## config.mk

```make
export PLATFORM = sky130hd
export DESIGN_NAME = acr_regs
export DESIGN_NICKNAME = d
export VERILOG_FILES = /design/src/acr_pkg.sv /design/src/acr_regs.sv
export SDC_FILE = /design/constraint.sdc
export NUM_CORES = 1
export LEC_CHECK = 0
export ABC_AREA = 0
export ABC_CLOCK_PERIOD_IN_PS = 3800
export BUFFER_PORTS_ARGS = -buffer_cell sky130_fd_sc_hd__buf_2
export CELL_PAD_IN_SITES_DETAIL_PLACEMENT = 1
export CELL_PAD_IN_SITES_GLOBAL_PLACEMENT = 2
export CORE_MARGIN = 5
export CORE_UTILIZATION = 41
export CTS_CLUSTER_DIAMETER = 120
export DETAILED_ROUTE_END_ITERATION = 16
export PLACE_DENSITY_LB_ADDON = 0.1
export SYNTH_ARGS = -nofsm -noshare
export SYNTH_HDL_FRONTEND = slang
export SYNTH_SLANG_ARGS = --single-unit
export TNS_END_PERCENT = 1
```

## constraint.sdc

```tcl
create_clock -name core_clk -period 3.8 [get_ports core_clk]
set_clock_uncertainty 0.05 [all_clocks]
set_input_delay 0.76 -clock core_clk [delete_from_list [all_inputs] [get_ports core_clk]]
set_output_delay 0.76 -clock core_clk [all_outputs]
set_load 0.01 [all_outputs]
```

## src/acr_pkg.sv

```systemverilog
// constants for the converter misc, serializer and calibration register bank
package acr_pkg;
    // ------------------------------------------------------------
    // address map
    // ------------------------------------------------------------
    localparam int unsigned ADDR_W = 12;
    localparam logic [11:0] ANALOG_MISC_CONTROL_OFS            = 12'h033;
    localparam logic [11:0] ANALOG_INPUT_CLAMP_CONTROL_OFS     = 12'h034;
    localparam logic [11:0] SERIAL_DRIVER_EMPHASIS_OFS         = 12'h040;
    localparam logic [11:0] CALIBRATION_CONFIG_FIRST_OFS       = 12'h050;
    localparam logic [11:0] CALIBRATION_CONFIG_SECOND_OFS      = 12'h051;
    localparam logic [11:0] RESERVED_CAL_52_OFS                = 12'h052;
    localparam logic [11:0] RESERVED_CAL_53_OFS                = 12'h053;
    localparam logic [11:0] RESERVED_CAL_54_OFS                = 12'h054;
    localparam logic [11:0] RESERVED_CAL_55_OFS                = 12'h055;
    localparam logic [11:0] RESERVED_CAL_56_OFS                = 12'h056;
    localparam logic [11:0] BACKGROUND_CALIBRATION_CONTROL_OFS = 12'h057;
    localparam logic [11:0] TEST_PATTERN_OVERRANGE_ENABLE_OFS  = 12'h058;
    localparam logic [11:0] RESERVED_CAL_59_OFS                = 12'h059;
    localparam logic [11:0] CALIBRATION_VECTOR_PORT_OFS        = 12'h05A;
    localparam logic [11:0] CALIBRATION_STATE_REPORT_OFS       = 12'h05B;
    localparam logic [11:0] RESERVED_CAL_5C_OFS                = 12'h05C;
    localparam logic [11:0] RESERVED_CAL_5F_OFS                = 12'h05F;
    localparam logic [11:0] SAMPLING_TIMING_CALIBRATION_OFS    = 12'h066;
    localparam logic [11:0] RESERVED_CAL_67_OFS                = 12'h067;
    localparam logic [11:0] RESERVED_CAL_6A_OFS                = 12'h06A;
    localparam logic [11:0] RESERVED_CAL_6B_OFS                = 12'h06B;

    // ------------------------------------------------------------
    // reset values
    // ------------------------------------------------------------
    localparam logic [7:0] ANALOG_MISC_CONTROL_RST            = 8'hC3;
    localparam logic [7:0] ANALOG_INPUT_CLAMP_CONTROL_RST     = 8'h2F;
    localparam logic [7:0] SERIAL_DRIVER_EMPHASIS_RST         = 8'h04;
    localparam logic [7:0] CALIBRATION_CONFIG_FIRST_RST       = 8'h06;
    localparam logic [7:0] CALIBRATION_CONFIG_SECOND_RST      = 8'hF4;
    localparam logic [7:0] RESERVED_CAL_52_RST                = 8'h00;
    localparam logic [7:0] RESERVED_CAL_53_RST                = 8'h5C;
    localparam logic [7:0] RESERVED_CAL_54_RST                = 8'h1C;
    localparam logic [7:0] RESERVED_CAL_55_RST                = 8'h92;
    localparam logic [7:0] RESERVED_CAL_56_RST                = 8'h20;
    localparam logic [7:0] BACKGROUND_CALIBRATION_CONTROL_RST = 8'h10;
    localparam logic [7:0] TEST_PATTERN_OVERRANGE_ENABLE_RST  = 8'h00;
    localparam logic [7:0] RESERVED_CAL_59_RST                = 8'h00;
    localparam logic [7:0] CALIBRATION_VECTOR_PORT_RST        = 8'h00;
    localparam logic [7:0] RESERVED_CAL_5C_RST                = 8'h00;
    localparam logic [7:0] RESERVED_CAL_5F_RST                = 8'h00;
    localparam logic [7:0] SAMPLING_TIMING_CALIBRATION_RST    = 8'h02;
    localparam logic [7:0] RESERVED_CAL_67_RST                = 8'h01;
    localparam logic [7:0] RESERVED_CAL_6A_RST                = 8'h00;
    localparam logic [7:0] RESERVED_CAL_6B_RST                = 8'h20;
    // answer for addresses with no defined content
    localparam logic [7:0] UNDEFINED_READ_VAL                 = 8'h00;

    // ------------------------------------------------------------
    // field positions
    // ------------------------------------------------------------
    localparam int unsigned SYNC_RECEIVER_POWERDOWN_BIT = 2;
    localparam int unsigned INPUT_CLAMP_ENABLE_BIT      = 5;
    localparam int unsigned EMPHASIS_LSB                = 0;
    localparam int unsigned EMPHASIS_W                  = 4;
    localparam int unsigned EXTERNAL_MARKER_ENABLE_BIT  = 5;
    localparam int unsigned VECTOR_ACCESS_ENABLE_BIT    = 4;
    localparam int unsigned FOREGROUND_CAL_TRIGGER_BIT  = 3;
    localparam int unsigned BACKGROUND_CAL_RUN_BIT      = 1;
    localparam int unsigned BACKGROUND_CAL_ENABLE_BIT   = 0;
endpackage : acr_pkg

```

## src/acr_regs.sv

```systemverilog
// register bank: analog misc, input clamp, serializer emphasis, calibration region
//
// Behaviour
// RL1 - bit 2 set powers down sync receiver
// RL2 - software keeps receiver on while sync/marker used
// RL3 - clamp bit 5 enables clamp, resets one
// RL4 - clamp register at 0x034, resets 0x2F
// RL5 - emphasis strength in bits 3-0, resets four
// RL6 - software sets emphasis for trace loss
// RL7 - serializer register 0x040 reset 0x04; 0x041-0x04F reserved
// RL8 - 0x050 resets 0x06 with marker/vector/trigger bits
// RL9 - 0x051, 0x057, 0x066 placed with resets
// RL10 - 0x058, 0x05A zero; 0x05B status undefined reset
// RL11 - analog misc at 0x033 resets 0xC3
// RL12 - reserved fields store and read back
module acr_regs
    import acr_pkg::*;
(
    input  wire logic        core_clk,                 // 125 MHz register clock
    input  wire logic        reset,                    // synchronous, active high
    input  wire logic [11:0] reg_addr,                 // register offset
    input  wire logic [7:0]  reg_wdata,                // write data
    input  wire logic        reg_wr,                   // write strobe
    input  wire logic        reg_rd,                   // read strobe
    output logic      [7:0]  reg_rdata,                // read data, cycle after strobe
    input  wire logic [7:0]  cal_status,               // calibration engine status, async
    output logic             sync_receiver_powerdown,  // sync receiver power down
    output logic             input_clamp_enable,       // analog clamp enable
    output logic      [3:0]  emphasis_strength,        // serializer pre-emphasis
    output logic             external_marker_enable,   // external_marker_input capture enable
    output logic             vector_access_enable,     // calibration vector access enable
    output logic             foreground_cal_trigger,   // one-cycle calibration start pulse
    output logic             background_cal_enable,    // background calibration enable
    output logic             background_cal_run        // background calibration run/pause
);
    // ------------------------------------------------------------
    // storage
    // ------------------------------------------------------------
    logic [7:0] misc_q, clamp_q, emph_q, cfg0_q, cfg1_q, back_q, pat_q, vec_q, tcal_q;
    logic [7:0] r52_q, r53_q, r54_q, r55_q, r56_q, r59_q, r5c_q, r5f_q, r67_q, r6a_q, r6b_q;
    logic [7:0] stat_meta_q, stat_q;
    logic       trig_q;
    logic       wr_cfg0;

    assign wr_cfg0 = reg_wr && (reg_addr == CALIBRATION_CONFIG_FIRST_OFS);

    // ------------------------------------------------------------
    // named registers
    // ------------------------------------------------------------
    // full-byte storage keeps reserved bits readable as written
    always_ff @(posedge core_clk) begin
        if (reset) begin
            misc_q  <= ANALOG_MISC_CONTROL_RST;                      // RL11
            clamp_q <= ANALOG_INPUT_CLAMP_CONTROL_RST;               // RL4
            emph_q  <= SERIAL_DRIVER_EMPHASIS_RST;                   // RL7
            cfg1_q  <= CALIBRATION_CONFIG_SECOND_RST;                // RL9
            back_q  <= BACKGROUND_CALIBRATION_CONTROL_RST;           // RL9
            pat_q   <= TEST_PATTERN_OVERRANGE_ENABLE_RST;            // RL10
            vec_q   <= CALIBRATION_VECTOR_PORT_RST;                  // RL10
            tcal_q  <= SAMPLING_TIMING_CALIBRATION_RST;              // RL9
        end else if (reg_wr) begin
            case (reg_addr)
                ANALOG_MISC_CONTROL_OFS:            misc_q  <= reg_wdata; // RL1
                ANALOG_INPUT_CLAMP_CONTROL_OFS:     clamp_q <= reg_wdata; // RL3
                SERIAL_DRIVER_EMPHASIS_OFS:         emph_q  <= reg_wdata; // RL5
                CALIBRATION_CONFIG_SECOND_OFS:      cfg1_q  <= reg_wdata;
                BACKGROUND_CALIBRATION_CONTROL_OFS: back_q  <= reg_wdata;
                TEST_PATTERN_OVERRANGE_ENABLE_OFS:  pat_q   <= reg_wdata;
                SAMPLING_TIMING_CALIBRATION_OFS:    tcal_q  <= reg_wdata;
                CALIBRATION_VECTOR_PORT_OFS: begin
                    // vector port only takes writes while access is enabled
                    if (cfg0_q[VECTOR_ACCESS_ENABLE_BIT]) begin
                        vec_q <= reg_wdata;
                    end
                end
                default: begin
                end
            endcase
        end
    end

    // ------------------------------------------------------------
    // reserved registers with defined resets
    // ------------------------------------------------------------
    always_ff @(posedge core_clk) begin
        if (reset) begin
            r52_q <= RESERVED_CAL_52_RST;
            r53_q <= RESERVED_CAL_53_RST;
            r54_q <= RESERVED_CAL_54_RST;
            r55_q <= RESERVED_CAL_55_RST;
            r56_q <= RESERVED_CAL_56_RST;
            r59_q <= RESERVED_CAL_59_RST;
            r5c_q <= RESERVED_CAL_5C_RST;
            r5f_q <= RESERVED_CAL_5F_RST;
            r67_q <= RESERVED_CAL_67_RST;
            r6a_q <= RESERVED_CAL_6A_RST;
            r6b_q <= RESERVED_CAL_6B_RST;
        end else if (reg_wr) begin
            case (reg_addr)
                RESERVED_CAL_52_OFS: r52_q <= reg_wdata; // RL12
                RESERVED_CAL_53_OFS: r53_q <= reg_wdata; // RL12
                RESERVED_CAL_54_OFS: r54_q <= reg_wdata; // RL12
                RESERVED_CAL_55_OFS: r55_q <= reg_wdata; // RL12
                RESERVED_CAL_56_OFS: r56_q <= reg_wdata; // RL12
                RESERVED_CAL_59_OFS: r59_q <= reg_wdata; // RL12
                RESERVED_CAL_5C_OFS: r5c_q <= reg_wdata; // RL12
                RESERVED_CAL_5F_OFS: r5f_q <= reg_wdata; // RL12
                RESERVED_CAL_67_OFS: r67_q <= reg_wdata; // RL12
                RESERVED_CAL_6A_OFS: r6a_q <= reg_wdata; // RL12
                RESERVED_CAL_6B_OFS: r6b_q <= reg_wdata; // RL12
                default: begin
                end
            endcase
        end
    end

    // ------------------------------------------------------------
    // first calibration config with self-clearing trigger
    // ------------------------------------------------------------
    // trigger bit is never stored: it reads back zero at any time
    always_ff @(posedge core_clk) begin
        if (reset) begin
            cfg0_q <= CALIBRATION_CONFIG_FIRST_RST;                  // RL8
            trig_q <= 1'b0;
        end else begin
            trig_q <= wr_cfg0 && reg_wdata[FOREGROUND_CAL_TRIGGER_BIT]; // RL8
            if (wr_cfg0) begin
                cfg0_q <= reg_wdata & ~(8'h01 << FOREGROUND_CAL_TRIGGER_BIT);
            end
        end
    end

    // ------------------------------------------------------------
    // status sampling
    // ------------------------------------------------------------
    // status comes from the calibration engine on another timing path
    always_ff @(posedge core_clk) begin
        if (reset) begin
            stat_meta_q <= 8'h00;
            stat_q      <= 8'h00;
        end else begin
            stat_meta_q <= cal_status;
            stat_q      <= stat_meta_q;                              // RL10
        end
    end

    // ------------------------------------------------------------
    // read port
    // ------------------------------------------------------------
    // unlisted and undefined addresses answer a fixed value, never stall
    always_ff @(posedge core_clk) begin
        if (reset) begin
            reg_rdata <= 8'h00;
        end else if (reg_rd) begin
            case (reg_addr)
                ANALOG_MISC_CONTROL_OFS:            reg_rdata <= misc_q;
                ANALOG_INPUT_CLAMP_CONTROL_OFS:     reg_rdata <= clamp_q;
                SERIAL_DRIVER_EMPHASIS_OFS:         reg_rdata <= emph_q;
                CALIBRATION_CONFIG_FIRST_OFS:       reg_rdata <= cfg0_q;
                CALIBRATION_CONFIG_SECOND_OFS:      reg_rdata <= cfg1_q;
                RESERVED_CAL_52_OFS:                reg_rdata <= r52_q;
                RESERVED_CAL_53_OFS:                reg_rdata <= r53_q;
                RESERVED_CAL_54_OFS:                reg_rdata <= r54_q;
                RESERVED_CAL_55_OFS:                reg_rdata <= r55_q;
                RESERVED_CAL_56_OFS:                reg_rdata <= r56_q;
                BACKGROUND_CALIBRATION_CONTROL_OFS: reg_rdata <= back_q;
                TEST_PATTERN_OVERRANGE_ENABLE_OFS:  reg_rdata <= pat_q;
                RESERVED_CAL_59_OFS:                reg_rdata <= r59_q;
                CALIBRATION_VECTOR_PORT_OFS:        reg_rdata <= vec_q;
                CALIBRATION_STATE_REPORT_OFS:       reg_rdata <= stat_q;
                RESERVED_CAL_5C_OFS:                reg_rdata <= r5c_q;
                RESERVED_CAL_5F_OFS:                reg_rdata <= r5f_q;
                SAMPLING_TIMING_CALIBRATION_OFS:    reg_rdata <= tcal_q;
                RESERVED_CAL_67_OFS:                reg_rdata <= r67_q;
                RESERVED_CAL_6A_OFS:                reg_rdata <= r6a_q;
                RESERVED_CAL_6B_OFS:                reg_rdata <= r6b_q;
                default:                            reg_rdata <= UNDEFINED_READ_VAL; // RL7
            endcase
        end else begin
            reg_rdata <= 8'h00;
        end
    end

    // ------------------------------------------------------------
    // control outputs, registered
    // ------------------------------------------------------------
    // one cycle behind the storage so every output leaves a flip-flop
    always_ff @(posedge core_clk) begin
        if (reset) begin
            sync_receiver_powerdown <= ANALOG_MISC_CONTROL_RST[SYNC_RECEIVER_POWERDOWN_BIT];
            input_clamp_enable      <= ANALOG_INPUT_CLAMP_CONTROL_RST[INPUT_CLAMP_ENABLE_BIT];
            emphasis_strength       <= SERIAL_DRIVER_EMPHASIS_RST[EMPHASIS_LSB +: EMPHASIS_W];
            external_marker_enable  <= CALIBRATION_CONFIG_FIRST_RST[EXTERNAL_MARKER_ENABLE_BIT];
            vector_access_enable    <= CALIBRATION_CONFIG_FIRST_RST[VECTOR_ACCESS_ENABLE_BIT];
            foreground_cal_trigger  <= 1'b0;
            background_cal_enable   <= BACKGROUND_CALIBRATION_CONTROL_RST[BACKGROUND_CAL_ENABLE_BIT];
            background_cal_run      <= BACKGROUND_CALIBRATION_CONTROL_RST[BACKGROUND_CAL_RUN_BIT];
        end else begin
            sync_receiver_powerdown <= misc_q[SYNC_RECEIVER_POWERDOWN_BIT];       // RL1
            input_clamp_enable      <= clamp_q[INPUT_CLAMP_ENABLE_BIT];           // RL3
            emphasis_strength       <= emph_q[EMPHASIS_LSB +: EMPHASIS_W];        // RL5
            external_marker_enable  <= cfg0_q[EXTERNAL_MARKER_ENABLE_BIT];        // RL8
            vector_access_enable    <= cfg0_q[VECTOR_ACCESS_ENABLE_BIT];          // RL8
            foreground_cal_trigger  <= trig_q;                                    // RL8
            background_cal_enable   <= back_q[BACKGROUND_CAL_ENABLE_BIT];
            background_cal_run      <= back_q[BACKGROUND_CAL_RUN_BIT];
        end
    end
endmodule : acr_regs

```

==> results of run 1 <==
[synthesized netlist by cell type (3+ instances only)]
cell	n
nand2_1	125
nand3_1	58
and3b_1	3
a211o_1	21
nand2b_1	5
a21oi_1	71
a32o_1	5
inv_1	10
a22oi_1	18
clkbuf_1	66
a31oi_1	8
o21ai_0	13
nor4_2	4
nor2b_1	36
nor3b_1	3
a32oi_1	12
o211ai_1	3
and3_1	10
a222oi_1	3
o22ai_1	6
or3_1	3
mux2i_1	73
nand4_1	6
o2bb2ai_1	3
mux2_2	3
dfxtp_1	195
a41oi_1	3
or2_2	6
mux4_2	3
nor2_1	96
nor4_1	3
buf_2	10
a22o_1	11
a221oi_1	4
buf_1	7
nor4_4	3
a2111oi_0	3
nand3b_1	12
[critical path, stage by stage]
cell,delay (ns)
buf_2,0.25
buf_4,0.37
nor2b_1,0.51
buf_4,0.33
a221oi_1,0.14
a2111oi_0,0.70
a311oi_1,0.11
a31oi_1,0.19
[layout make-up]
cell class	instances	area share [%]
Multi-Input combinational cell	674	43.8
Sequential cell	195	40.3
Timing Repair Buffer	85	5.49
Clock buffer	17	4.39
Tap cell	270	3.48
Clock inverter	15	2.14
Inverter	10	0.387
[report_power, final]
group	leakage [nW]	switching [mW]	total [mW]	internal [mW]
sequential	1.57	0.00246	2.05	2.05
combinational	2.01	0.194	0.256	0.0621
clock	0.307	0.929	1.95	1.02
[final timing paths]
path | startpoint | to | slack [ns] | cells after the start
worst min-delay path | stat_meta_q[6] | stat_q[6] | 0.39 | 1
worst min register to register | stat_meta_q[6] | stat_q[6] | 0.39 | 1
worst max-delay path | reg_addr[1] | reg_rdata[0] | 0.75 | 8
worst max register to register | r59_q[0] | reg_rdata[0] | 1.98 | 5
[cell usage in the layout (no fill, tap or decap), types with 4 or more instances in the layout]
cell type and count:
buf_4 34, inv_8 5, a211o_1 21, o22ai_1 6, a31oi_1 8, mux2i_1 73
inv_1 10, a221oi_1 4, nor4_2 4, a21oi_1 71, a32oi_1 12, nand3_1 58
or2_2 6, buf_2 49, dfxtp_1 195, nand3b_1 12, clkbuf_16 17, nand2b_1 5
a22oi_1 18, o21ai_0 13, nand4_1 6, nor2b_1 35, a32o_1 5, a22o_1 11
and3_1 10, nand2_1 125, nor2_1 96
[metal layers]
| layer | share of wire, % | vias to the layer above | GRT usage (%) |
|---|---|---|---|
| li1 | - | 3477 | - |
| met1 | 45 | 3920 | 36.7 |
| met2 | 46 | 243 | 43.5 |
| met3 | 5.4 | 52 | 5.48 |
| met4 | 3.1 | 4 | 9.42 |
| met5 | 0.092 | - | 0 |
[cell families (layout without fill, tap and decap cells)]
group                  after synthesis  after routing  synth area share (%)
flip-flops                         195            195                  45.8
AO/OA/AOI/OAI                      197            197                  15.9
AND/OR/NAND/NOR                    398            398                  24.1
buffers and inverters               95            127                  4.46
multiplexers                        79             79                  9.75
[metrics by stage]
step	util, %	cells	area (µm²)
6_report	47.6	1266	9690
5_1_grt	47.6	1266	9690
4_1_cts	47.6	1266	9690
3_5_place_dp	44.5	1234	9060
3_3_place_gp	44.5	1234	9060
2_1_floorplan	-	964	8530
==> metrics, run 1 <==
clock-pin slew on the worst setup and hold paths=~0.08 ns; Rel. slew slack=46.0%; Vias/cell=between 6 and 7; H-tree Lvls=4; clock sink count=roughly 200; Reg area=3900 µm²; Final Max Slew Viols=0; Achievable Freq=328 MHz; total power=approximately 4.3 mW; leading area contributor after synthesis=dfxtp_1; RSZ-0062 raised after global routing=no; Hold-fix buffers, CTS=0; crit start category=primary input; setup violators final=0; initial antenna violation count=2; DRT iter0 DRCs=629; IO buf count=50; total gr overflow=0; area share of the largest cell type after synthesis=a little under half; Peak supply drop=between 200 and 250 µV; Tcrit/Tclk final=between 80% and 90%; Syn Area/Cell=approximately 8.9 µm²; CTS Buf Count=17; post-CTS sizing=0; WHS=0.393 ns; worst-margin pin slew=around 0.8 ns; Min-Delay Path Class=flip-flop to flip-flop; final WL=between 30 and 40 mm; Max-Cap Viols=0; first-pass GRT wire length=49.4 mm; die area=about 24,000 µm²; post-CTS setup repair buffer count=0; Seq/Total Area, Yosys=about 46%; Clock Path Buffers=2; GRT Util Overall=between 20% and 30%; Chip Width=around 150 µm; Data arrival, critical path=approximately 3.4 ns; Placement Setup Slack=around 0.38 ns; antenna fix cells=0; Final ANT Viol Nets=0; CTS tree=built; Async S/R FF share, synth=0%; distinct cell type count after synthesis=between 60 and 70; DR DRC count=0; Worst-Skew Late Latency=about 0.44 ns; final hold viol count=0; GP Congestion=slightly below 0.9; Root Buffer=clkbuf_16; pwr dens=about 440 nW/µm²; worst-path maximum fanout=22; number of fill cells=2,381; area of the multi-input gates=between 4000 and 5000 µm²; syn_nets=996; die height=between 150 and 200 µm; drt wl/cell=25.8 µm; Syn. warnings=0; number of flops mapped to enable cells by yosys=0; share of cells above drive strength 1=between 10% and 20%; Initial Util=a little over two fifths; DR pass1 iterations=7; Final Critical Period=about 3.0 ns; row count=52; outcome=finished, final reports clean; critical path data required time=roughly 4.1 ns; I/O pins=51; Synth Register Bits=approximately 200; Top FF cell, synth=dfxtp_1; largest net degree at the start of global routing=slightly above 70; Worst setup EP type=flip-flop; Final TNS setup=0 ns; final worst setup slack=0.752 ns; vias in the first global route=approximately 7,900; Cells after Synth=964; placeable core region=between 20,000 and 25,000 µm²; vias post-DR=~7,700; Synth area leaders=dfxtp_1 (46%), mux2i_1 (8.6%), nand2_1 (5.5%); # nets final=1,015; Cell Area, Synth=between 8000 and 9000 µm²; Setup CP Type=primary input to flip-flop; HPWL Detailed=22.7 mm; Syn-to-layout area delta=13.6%; Leak=3.89 nW
(Power assumes the default switching activity.)
==> run 2, diff against run 1 <==
--- a/config.mk
+++ b/config.mk
@@ -5,13 +5,13 @@
 export SDC_FILE = /design/constraint.sdc
 export NUM_CORES = 1
 export LEC_CHECK = 0
-export ABC_AREA = 0
-export ABC_CLOCK_PERIOD_IN_PS = 3800
+export ABC_AREA = 1
+export ABC_CLOCK_PERIOD_IN_PS = 3150
 export BUFFER_PORTS_ARGS = -buffer_cell sky130_fd_sc_hd__buf_2
 export CELL_PAD_IN_SITES_DETAIL_PLACEMENT = 1
 export CELL_PAD_IN_SITES_GLOBAL_PLACEMENT = 2
 export CORE_MARGIN = 5
-export CORE_UTILIZATION = 41
+export CORE_UTILIZATION = 35
 export CTS_CLUSTER_DIAMETER = 120
 export DETAILED_ROUTE_END_ITERATION = 16
 export PLACE_DENSITY_LB_ADDON = 0.1
==> constraint.sdc (replaced) <==
create_clock -name core_clk -period 3.15 [get_ports core_clk]
set_clock_uncertainty 0.05 [all_clocks]
set_input_delay 0.63 -clock core_clk [delete_from_list [all_inputs] [get_ports core_clk]]
set_output_delay 0.63 -clock core_clk [all_outputs]
set_load 0.01 [all_outputs]
==> run 2 against run 1 <==
Effect of this change:
- first-iteration DRC count down 18%
- clock-buffer cell count did not move
- non-clock buffer count fell by 14
- cell count grew 22%
- worst hold slack worse by 0.068 ns
- final area is 0.50% lower
- global-route usage down 4.8 points
- largest power group unchanged
==> metrics, run 2 <==
outcome=finished, final reports clean; most frequent cells in the layout=dfxtp_1 (195), inv_1 (182), nand2_1 (144); Cells after Synth=1,184 (+23%); WHS=0.325 ns (-0.0680 ns); CTS tree=built; share of cells above drive strength 1=12.5% (-2.4 points); Setup CP Type=primary input to flip-flop; Seq/Total Area, Yosys=45.7% (-0.054 points); Final Critical Period=approximately 2.3 ns; DR DRC count=0 (unchanged); final worst setup slack=0.835 ns (+0.0835 ns); CTS Buf Count=17 (unchanged); Final Max Slew Viols=0 (unchanged); Layout Utilization=39.9% (-7.7 points); worst-path maximum fanout=28 (+27%); clock-pin slew on the worst setup and hold paths=0.08 ns (about the same); Placement Setup Slack=0.366 ns (-0.0144 ns); Syn. warnings=0 (unchanged); number of flops mapped to enable cells by yosys=0 (unchanged); Max-Cap Viols=0 (unchanged); area share of the largest cell type after synthesis=45.7% (-0.054 points); Placed Cells=1,510 (+22%); H-tree Lvls=4 (unchanged); post-CTS sizing=0 (unchanged); distinct cell type count after synthesis=27 (-60%); RSZ-0062 raised after global routing=no; number of fill cells=3,003 (+26%); Initial Util=35.3% (-6.6 points); Data arrival, critical path=2.64 ns (-0.71 ns); Post-synth top cells=dfxtp_1 (195), inv_1 (183), nand2_1 (144); Final ANT Viol Nets=0 (unchanged); commonest non-fill, non-tap cell in the layout=dfxtp_1; die height=166 µm (+7.8%); die area=27,600 µm² (+16%); syn_nets=1,216 (+22%); Syn Area/Cell=7.21 µm² (-18%); # nets final=1,237 (+22%); critical path data required time=3.47 ns (-0.64 ns); Peak supply drop=234 µV (-4.3%); final instance area=9650 µm² (-0.50%); Vias/cell=5.05 (-17%); first-pass GRT wire length=47.7 mm (-3.5%); Placed Area=9050 µm² (about the same); IO buf count=50 (unchanged); drt wl/cell=20.1 µm (-22%); Non-Filler Instances=1,542 (+22%); Synth area leaders=dfxtp_1 (46%), o21ai_0 (8.1%), inv_1 (8.0%); Achievable Freq=between 400 and 500 MHz; total gr overflow=0 (unchanged); antenna fix cells=0 (unchanged); setup violators final=0 (unchanged); crit start category=primary input; initial antenna violation count=1 (-1); largest net degree at the start of global routing=45 (-37%); clock sink count=195 (unchanged); Root Buffer=clkbuf_16; pwr dens=513 nW/µm² (+17%); total power=4.95 mW (+16%); vias post-DR=7,788 (+1.2%); Async S/R FF share, synth=0% (unchanged); DR pass1 iterations=5 (-2); Clock Path Buffers=2 (unchanged); final hold viol count=0 (unchanged); Leak=3.93 nW (+1.1%); Cell Area, Synth=8540 µm² (+0.12%); most common cell in the netlist=dfxtp_1; final WL=31.0 mm (-5.2%); Rel. slew slack=58.2% (+12 points); post-CTS setup repair buffer count=0 (unchanged); Top FF cell, synth=dfxtp_1; Worst-Skew Late Latency=0.45 ns (about the same); Worst setup EP type=flip-flop; Synth Register Bits=195 (unchanged); Hold-fix buffers, CTS=0 (unchanged); Chip Width=166 µm (+7.8%); placeable core region=24,200 µm² (+19%); leading area contributor after synthesis=dfxtp_1; Syn-to-layout area delta=12.9%; Tcrit/Tclk final=73.5%; HPWL Detailed=22.0 mm (-3.4%); vias in the first global route=7,662 (-3.5%); Final TNS setup=0 ns (unchanged); GRT Util Overall=22.3% (-4.8 points); row count=57 (+9.6%); I/O pins=51 (unchanged); Min-Delay Path Class=primary input to flip-flop; GP Congestion=0.877 (-0.92%); DRT iter0 DRCs=518 (-18%); worst-margin pin slew=0.624 ns (-0.186 ns)
## run 2: cell families (layout without fill, tap and decap cells)
logic type / Yosys count / after routing / share of synthesized area [%]
flops: 195 / 195 / 45.7
buf+inv: 261 / 295 / 12.3
simple gates: 422 / 422 / 22.3
compound gates: 306 / 306 / 19.7
## run 2: routing by layer
metal | up-vias | GRT usage, % | share of wire (%)
li1 | 3878 | - | -
met2 | 162 | 34.6 | 44
met5 | - | 0 | 0
met1 | 3702 | 32.6 | 51
met4 | 0 | 6.55 | 2.1
met3 | 46 | 2.81 | 3.4
## run 2: final timing paths
check / start / endpoint / slack (ns) / cells after the start
max: reg_addr[11] / reg_rdata[5] / 0.84 / 11
min: cal_status[5] / stat_meta_q[5] / 0.33 / 3
max reg2reg: r52_q[6] / reg_rdata[6] / 1.80 / 8
min reg2reg: stat_meta_q[5] / stat_q[5] / 0.36 / 2
## run 2: cell type report
cell class                 instances  area [µm²]  area share (%)
timing repair buffer              71         433            4.49
sequential                       195        3900            40.5
multi-input combinational        728        3590            37.2
clock buffer                      17         425            4.41
clock inverter                    15         168            1.74
tap                              324         405            4.20
inverter                         192         722            7.48
## run 2: where the power goes
part           total [mW]  switching [mW]  internal, mW  leakage, nW
Sequential           2.48         0.00391          2.47         1.57
Combinational       0.226           0.175        0.0508         2.08
Clock                2.25            1.12          1.13        0.282
Total                4.95            1.30          3.65         3.93
## run 2: worst max-delay path, stage by stage
cell and delay [ns]:
buf_2 0.10, nor2_1 0.11, nand2_2 0.16, nor2_4 0.43
buf_4 0.37, nand2_1 0.21, nand3_1 0.18, nor2_1 0.06
nand3_1 0.10, nand2_2 0.11, nor2_1 0.16
